`src/hdl/pcie_devcap_pkg.sv`:
```
// Constants shared by the capability/control register ends and the link
package pcie_devcap_pkg;
  // Configuration offsets on the link
  localparam logic [7:0] CAP_OFF = 8'hE4;
  localparam logic [7:0] CTL_OFF = 8'hE8;
  // Capabilities word field values
  localparam logic [2:0] MPS_SUPPORTED = 3'h0;
  localparam logic [1:0] PHANTOM_VAL = 2'h0;
  localparam logic [2:0] L0S_LAT_RST = 3'h0;
  localparam logic [2:0] L1_LAT_RST = 3'h0;
  localparam logic RBE_RST = 1'b1;
  localparam logic [7:0] SPL_VAL_RST = 8'h00;
  localparam logic [1:0] SPL_SCALE_RST = 2'h0;
  // Control word field positions
  localparam int CTL_ERR_LSB = 0;
  localparam int CTL_MPS_LSB = 5;
  localparam int CTL_AUX_BIT = 10;
  localparam int STS_LSB = 16;
  // Error class indices
  localparam int ERR_COR = 0;
  localparam int ERR_NF = 1;
  localparam int ERR_FAT = 2;
  localparam int ERR_UR = 3;
  localparam int ERR_N = 4;
  // Controller APB register offsets
  localparam logic [11:0] HOST_CMD = 12'h000;
  localparam logic [11:0] HOST_WDATA = 12'h004;
  localparam logic [11:0] HOST_RDATA = 12'h008;
  localparam logic [11:0] HOST_STATUS = 12'h00C;
  // Controller field positions
  localparam int CMD_BE_LSB = 8;
  localparam int CMD_WE_BIT = 16;
  localparam int CMD_GO_BIT = 31;
  localparam int STAT_BUSY_BIT = 0;
  localparam int STAT_DONE_BIT = 1;
endpackage

```
`src/hdl/cfg_link_if.sv`:
```
// Configuration access link between the controller and the device registers
`timescale 1ns/100ps
interface cfg_link_if;
  logic req;
  logic we;
  logic [7:0] addr;
  logic [31:0] wdata;
  logic [3:0] be;
  logic ack;
  logic [31:0] rdata;
  modport dev (input req, input we, input addr, input wdata, input be,
    output ack, output rdata);
  modport host (output req, output we, output addr, output wdata, output be,
    input ack, input rdata);
endinterface

```
`src/hdl/pcie_devcap_regs.sv`:
```
// Device end: capabilities word and control/status word
`timescale 1ns/100ps
module pcie_devcap_regs
(
  // Clock and resets
  input wire logic ref_clk,
  input wire logic rst_n,
  input wire logic aux_por_n,
  // Link to configuration software
  cfg_link_if.dev link,
  // Slot power limit message
  input wire logic spl_msg_valid,
  input wire logic [7:0] spl_msg_value,
  input wire logic [1:0] spl_msg_scale,
  // Configuration autoload
  input wire logic autoload_valid,
  input wire logic autoload_rbe,
  // Error events and their reports
  input wire logic [pcie_devcap_pkg::ERR_N-1:0] err_det,
  output logic [pcie_devcap_pkg::ERR_N-1:0] err_msg,
  // Control outputs
  output logic [2:0] max_payload,
  output logic aux_pwr_en
);
  import pcie_devcap_pkg::*;

  typedef struct packed {
    logic [ERR_N-1:0] err_en;
    logic [2:0] mps;
    logic aux_en;
    logic rbe;
    logic [7:0] spl_val;
    logic [1:0] spl_scale;
    logic [ERR_N-1:0] sts;
    logic [ERR_N-1:0] msg;
    logic ack;
    logic [31:0] rdata;
  } state_s;

  localparam state_s ST_RST = '{
    err_en: '0, mps: 3'h0, aux_en: 1'b0, rbe: RBE_RST,
    spl_val: SPL_VAL_RST, spl_scale: SPL_SCALE_RST,
    sts: '0, msg: '0, ack: 1'b0, rdata: 32'h0};

  state_s st;
  state_s next_st;
  logic [31:0] cap_word;
  logic [15:0] ctl_word;

  function automatic logic [2:0] clamp_mps(input logic [2:0] v);
    clamp_mps = (v > MPS_SUPPORTED) ? MPS_SUPPORTED : v;
  endfunction

  assign cap_word = {4'h0, st.spl_scale, st.spl_val, 2'h0, st.rbe, 3'h0,
    L1_LAT_RST, L0S_LAT_RST, 1'b0, PHANTOM_VAL, MPS_SUPPORTED};
  assign ctl_word = {5'h00, st.aux_en, 2'h0, st.mps, 1'b0, st.err_en};

  always_comb
  begin
    next_st = st;
    next_st.ack = 1'b0;
    // Reports gated by enables, one cycle per event
    next_st.msg = err_det & st.err_en;
    next_st.sts = st.sts | err_det;
    if (spl_msg_valid)
    begin
      next_st.spl_val = spl_msg_value;
      next_st.spl_scale = spl_msg_scale;
    end
    if (autoload_valid)
    begin
      next_st.rbe = autoload_rbe;
    end
    if (link.req && !st.ack)
    begin
      next_st.ack = 1'b1;
      case (link.addr)
        CAP_OFF: next_st.rdata = cap_word;
        CTL_OFF: next_st.rdata = {12'h000, st.sts, ctl_word};
        default: next_st.rdata = 32'h0;
      endcase
      if (link.we && link.addr == CTL_OFF)
      begin
        if (link.be[0])
        begin
          next_st.err_en = link.wdata[CTL_ERR_LSB +: ERR_N];
          next_st.mps = clamp_mps(link.wdata[CTL_MPS_LSB +: 3]);
        end
        if (link.be[1])
        begin
          next_st.aux_en = link.wdata[CTL_AUX_BIT];
        end
        if (link.be[2])
        begin
          // Write one clears; a new event wins
          next_st.sts = (st.sts & ~link.wdata[STS_LSB +: ERR_N]) | err_det;
        end
      end
    end
    if (!rst_n)
    begin
      next_st = ST_RST;
      next_st.aux_en = st.aux_en;
    end
    if (!aux_por_n)
    begin
      next_st.aux_en = 1'b0;
    end
  end

  always_ff @(posedge ref_clk)
  begin
    st <= next_st;
  end

  assign link.ack = st.ack;
  assign link.rdata = st.rdata;
  assign err_msg = st.msg;
  assign max_payload = st.mps;
  assign aux_pwr_en = st.aux_en;
endmodule // pcie_devcap_regs

```
`src/flat_wrapper.sv`:
```
// flat-port wrapper written by rule: the top's interface ports become plain ports
module pcie_devcap_regs_flat import pcie_devcap_pkg::*;
  (ref_clk, rst_n, aux_por_n, spl_msg_valid, spl_msg_value, spl_msg_scale, autoload_valid, autoload_rbe, err_det, err_msg, max_payload, aux_pwr_en, link_req, link_we, link_addr, link_wdata, link_be, link_ack, link_rdata);
  cfg_link_if link_i ();
  input wire logic ref_clk;
  input wire logic rst_n;
  input wire logic aux_por_n;
  input wire logic spl_msg_valid;
  input wire logic [7:0] spl_msg_value;
  input wire logic [1:0] spl_msg_scale;
  input wire logic autoload_valid;
  input wire logic autoload_rbe;
  input wire logic [pcie_devcap_pkg::ERR_N-1:0] err_det;
  output logic [pcie_devcap_pkg::ERR_N-1:0] err_msg;
  output logic [2:0] max_payload;
  output logic aux_pwr_en;
  input wire logic [$bits(link_i.req)-1:0] link_req;
  input wire logic [$bits(link_i.we)-1:0] link_we;
  input wire logic [$bits(link_i.addr)-1:0] link_addr;
  input wire logic [$bits(link_i.wdata)-1:0] link_wdata;
  input wire logic [$bits(link_i.be)-1:0] link_be;
  output wire logic [$bits(link_i.ack)-1:0] link_ack;
  output wire logic [$bits(link_i.rdata)-1:0] link_rdata;
  assign link_i.req = link_req;
  assign link_i.we = link_we;
  assign link_i.addr = link_addr;
  assign link_i.wdata = link_wdata;
  assign link_i.be = link_be;
  assign link_ack = link_i.ack;
  assign link_rdata = link_i.rdata;
  pcie_devcap_regs u_core (.ref_clk(ref_clk), .rst_n(rst_n), .aux_por_n(aux_por_n), .link(link_i), .spl_msg_valid(spl_msg_valid), .spl_msg_value(spl_msg_value), .spl_msg_scale(spl_msg_scale), .autoload_valid(autoload_valid), .autoload_rbe(autoload_rbe), .err_det(err_det), .err_msg(err_msg), .max_payload(max_payload), .aux_pwr_en(aux_pwr_en));
endmodule
```
`config.mk`:
```
export PLATFORM = sky130hd
export DESIGN_NAME = pcie_devcap_regs_flat
export DESIGN_NICKNAME = d
export VERILOG_FILES = /design/src/hdl/pcie_devcap_pkg.sv /design/src/hdl/cfg_link_if.sv /design/src/hdl/pcie_devcap_regs.sv /design/src/flat_wrapper.sv
export SDC_FILE = /design/constraint.sdc
export NUM_CORES = 1
export LEC_CHECK = 0
export ABC_AREA = 0
export BUFFER_PORTS_ARGS = -buffer_cell sky130_fd_sc_hd__buf_2
export CAP_MARGIN = 25
export CORE_MARGIN = 2
export CORE_UTILIZATION = 45
export DETAILED_ROUTE_END_ITERATION = 6
export PLACE_DENSITY = 0.79
export REMOVE_ABC_BUFFERS = 1
export SLEW_MARGIN = 20
export SYNTH_ARGS = -nofsm -noshare
export SYNTH_HDL_FRONTEND = slang
export SYNTH_SLANG_ARGS = --single-unit
```
`constraint.sdc`:
```
create_clock -name ref_clk -period 1.7 [get_ports ref_clk]
set_input_delay 0.34 -clock ref_clk [delete_from_list [all_inputs] [get_ports ref_clk]]
set_output_delay 0.34 -clock ref_clk [all_outputs]
set_load 0.1 [all_outputs]
```
---- Word-level counts from Yosys, hierarchy flattened ----
Cells that the tools add are included.
word-level totals
  input bits .............................. 66
  output and inout bits ................... 41
  logic and storage cells ................. 29
  bits in registers ....................... 60
operators by class
  equality and inequality tests ........... 2
  reductions and logical operators ........ 5
  magnitude comparators ................... 1
  bitwise operators ....................... 5
  muxes and demuxes ....................... 6
operator list
  kind                                                           count
  one-hot mux 28 bit (2 select lines)                            1
  two-way mux 33 bit                                             1
  equality test 8 bit, second input constant                     2
  two-way mux 4 bit                                              3
  AND 4 bit                                                      2
  OR 4 bit                                                       2
  inverter 4 bit                                                 1
  AND reduction 4 bit                                            1
  greater-than comparator 3 x 1 -> 1 bit, second input constant  1
  two-way mux 3 bit                                              1
  AND reduction 3 bit                                            1
  logical AND 1 bit                                              2
  zero test 1 bit                                                1

---- Longest topological paths before layout ----
  word-level depth ........................ 6
  depth in mapped cells ................... 5
  gate-level depth less buffers ........... 3

---- Worst setup path after synthesis ----
Ideal clock, no wire load.
  kind .................................... register to register
  start ................................... register u_core.st, in the netlist u_core.link.ack
  end ..................................... register u_core.st, in the netlist u_core.aux_pwr_en
  path buffers ............................ 0
  clock period less this slack ............ 2.016 ns
  setup time .............................. 0.122 ns
  cell stages (with the launch flop) ...... 4
  data required time ...................... 1.578 ns
  path slack .............................. -0.316 ns
  data arrival time ....................... 1.895 ns
  cells stage by stage .................... dfxtp_1 -> or4b_1 -> or4_1 -> mux2i_1
on the way
  word-level cells in the longest chain between the ends .. 3
RTL lines
  element                               RTL line                 text
  start: declaration                    pcie_devcap_regs.sv:45   state_s st;
  start signal: assignment              pcie_devcap_regs.sv:113  st <= next_st;
  zero test 1 bit                       pcie_devcap_regs.sv:74   if (link.req && !st.ack)
  logical AND 1 bit                     pcie_devcap_regs.sv:74
  AND reduction 4 bit (no source line)  n/a
Every way passes these cells.
A chain may end at the register's enable or synchronous reset.

---- Worst setup path after layout ----
Ends and elaborated chain as after synthesis.

==> impl_metrics.yaml <==
run_status:
  status: "completed"
logic_synthesis:
  yosys_warnings: 0
  synth_enable_flop_cells: 0
  async_reset_ff_share_pct: 0
  post_synth_inst_count: 244
  synth_compound_area_share_pct: 7.264
  seq_area_frac_synth_pct: 45.93
  postSynthRegisterBits: 49
  synth_top_family_by_area: "simple AND/OR/NAND/NOR gates"
  post_synth_mux_area_share_pct: 7.499
  synth_top_cell_area_share_pct: 45.93
  synthesis.area_per_instance_um2: 8.753
  synth_simple_gate_area_share_pct: 21.73
  synth.lib_cells_used.distinct: 25
  netlist_area_um2: 2136
  yosys_most_used_dff: "sky130_fd_sc_hd__dfxtp_1"
  post_synth_main_area_contributors: "sky130_fd_sc_hd__dfxtp_1 (46%), sky130_fd_sc_hd__buf_4 (14%), sky130_fd_sc_hd__mux2i_1 (7.5%)"
  synth_fa_ha_area_share_pct: 0
  yosys.area.top_type: "sky130_fd_sc_hd__dfxtp_1"
  synthXorXnorAreaFrac_pct: 0
final_layout:
  most_used_cells_in_the_layout_excluding_fill_and_tap_cells: "sky130_fd_sc_hd__buf_2 (71), sky130_fd_sc_hd__dfxtp_1 (49), sky130_fd_sc_hd__nand2_1 (32)"
  fraction_of_final_layout_cells_with_drive_strength_greater_than_1_pct: 32.08
  final_core_util_pct: 53.23
  nNetsFinal: 358
  instances_no_fill: 347
  areaGrowthSynthToFinish_pct: 16.17
  layout.cells.most_common: "sky130_fd_sc_hd__buf_2"
  n_antenna_cell: 0
timing:
  peak_freq_mhz: 628.1
  final_period_minus_worst_setup_slack_ns: 1.592
  setup_repair_after_global_routing_missed_its_margin: "no"
  setup_viol: 0
  whs_ns: 0.2293
  finalMaxSlewViolations: 0
  hold_viol: 0
  timing.clock.skew_ns: 0.007288
  period_share_pct: 93.65
setup_path:
  timing.critical_path.from_type: "register"
  cp.required_ns: 1.89
  timing.critical_path.cells: "or4b_1 -> or4_1 -> mux2i_1"
  slowest_delay_ns: 0.53
  critPathMaxFanout: 2
  kind_of_end_point_of_the_critical_path: "register"
  crit_arrival_ns: 1.78
  crit_type: "reg -> reg"
  crit_slowest_cell: "sky130_fd_sc_hd__or4b_1"
power_and_ir_drop:
  total_leakage_power_nw: 1.198
  p_per_area_nw_per_um2: 932.6
  ir_worst_vdd_v: 0.0003961
drt:
  drc: 0
  ant_nets: 0
  wirelength_um: 4395
  routed_wire_length_per_instance_um: 12.67
  route.detailed.vias_per_inst: 5.133
  first_iter_violations: 47
  dr.pass1.iters: 4
  dr_total_vias: 1781
cts:
  cts_resized: 0
  cts.repair_timing.setup_buffer_count: 0
  root_buffer: "sky130_fd_sc_hd__clkbuf_8"
  cts-buffers-inserted: 5
  ctsLongestPathBuffers: 2
  clock_tree_from_tritoncts: "done"
  cts.hold.buffers_added: 0
  clock_insertion_delay_worst_skew_ns: 0.29
  clock_transition_at_the_register_clock_pins_on_the_worst_setup_and_hold_paths_after_cts_ns: 0.09
  clock-sinks: 49
  h-tree-depth: 2
global_route:
  initial_antenna_violation_count: 0
  grt_pass1_vias: 1622
  grt_pass1_wl_um: 7038
  grt_max_degree: 27
  groute.usage.overall_pct: 16.92
  gr-total-overflow: 0
floorplanning:
  core_area_um2: 4661
  pin_count: 107
  initial_core_util_pct: 45.83
  num_rows: 25
  die_y_um: 72.89
  chipWidth_um: 72.89
  die_area_um2: 5313
place:
  hpwlAfterDp_um: 3220
  finalWeightedCongestion: 0.7265
  portBuffers: 71
  placed_cells_incl_taps: 339
run:
  number_of_max_cap_violations: 0
worst_hold_path:
  min-delay-path-class: "in -> reg"
synthesized netlist by cell type, types with 2 or more instances:
cell                        n
sky130_fd_sc_hd__a21oi_1   19
sky130_fd_sc_hd__a31oi_1    4
sky130_fd_sc_hd__and2_1     3
sky130_fd_sc_hd__and3_1     6
sky130_fd_sc_hd__buf_4     39
sky130_fd_sc_hd__clkbuf_1  15
sky130_fd_sc_hd__dfxtp_1   49
sky130_fd_sc_hd__inv_1      5
sky130_fd_sc_hd__mux2i_1   16
sky130_fd_sc_hd__nand2_1   32
sky130_fd_sc_hd__nand3_1    3
sky130_fd_sc_hd__nand4_1   23
sky130_fd_sc_hd__nand4b_1   2
sky130_fd_sc_hd__nor2_1    12
sky130_fd_sc_hd__nor2b_1    2
sky130_fd_sc_hd__o211ai_1   2
sky130_fd_sc_hd__o21ai_0    4
registers in the layout, indices dropped and copies added, names as in the netlist:
signal              cells
u_core.aux_pwr_en       1
u_core.link.ack         1
u_core.st               4
u_core.link.rdata      21
u_core.max_payload      3
u_core.cap_word        11
u_core.ctl_word         4
u_core.err_msg          4
where the power goes:
group | internal [mW] | leakage (nW) | switching [mW]
Combinational | 0.0828 | 0.741 | 0.215
Sequential | 1.17 | 0.398 | 0.0114
Clock | 0.480 | 0.0585 | 0.355
worst max-delay path: cells and delay by family, from the launching register on:
kind	cells	cell delay, ns
and+or+nand+nor	2	1.03
muxes	1	0.14
DFF	1	0.32
through the flow:
stage	total power [mW]	TNS (ns)	area (um^2)	setup slack, ns
2_1_floorplan	1.391	-19.58	1821	-1.106
3_3_place_gp	1.503	-0.01751	2365	-0.01751
3_5_place_dp	1.507	-0.05904	2365	-0.05904
4_1_cts	2.343	0	2481	0.1012
5_1_grt	2.400	0	2481	0.08852
6_report	2.314	0	2481	0.1080
layer usage:
layer	part of all wire, %	track usage, %	vias to the layer above
met5	0	0	-
met2	46	26.87	66
met1	46	21.31	821
met3	6.7	5.663	9
li1	-	-	885
met4	1.7	6.379	0
path summary, 6_finish.rpt:
| path | slack, ns | depth (start not counted) | start | endpoint |
|---|---|---|---|---|
| worst min register to register | 0.45 | 2 | u_core.link.rdata[26]$_SDFFE_PN0P_ | u_core.link.rdata[26]$_SDFFE_PN0P_ |
| worst max register to register | 0.11 | 3 | u_core.link.ack$_SDFF_PN0_ | u_core.aux_pwr_en$_SDFFE_PN0P_ |
| worst min-delay path | 0.23 | 2 | link_wdata[18] | u_core.st[39]$_SDFF_PN0_ |
| worst max-delay path | 0.11 | 3 | u_core.link.ack$_SDFF_PN0_ | u_core.aux_pwr_en$_SDFFE_PN0P_ |
cells by family (layout without fill, tap and decap cells):
kind of cell           Yosys count  after routing
flip-flops                      49             49
other                            1             11
buffers and inverters           60             99
AO/OA/AOI/OAI                   29             29
AND/OR/NAND/NOR                 89             89
multiplexers                    16             16
cell type report:
| type | instances | area [um^2] |
|---|---|---|
| timing repair buffer | 86 | 467.9 |
| clock inverter | 1 | 30.03 |
| tap | 54 | 67.56 |
| inverter | 5 | 18.77 |
| multi-input combinational | 145 | 829.5 |
| clock buffer | 7 | 86.33 |
| fill | 439 | 2180 |
| sequential | 49 | 980.9 |
Power figures use the tool's default switching activity.
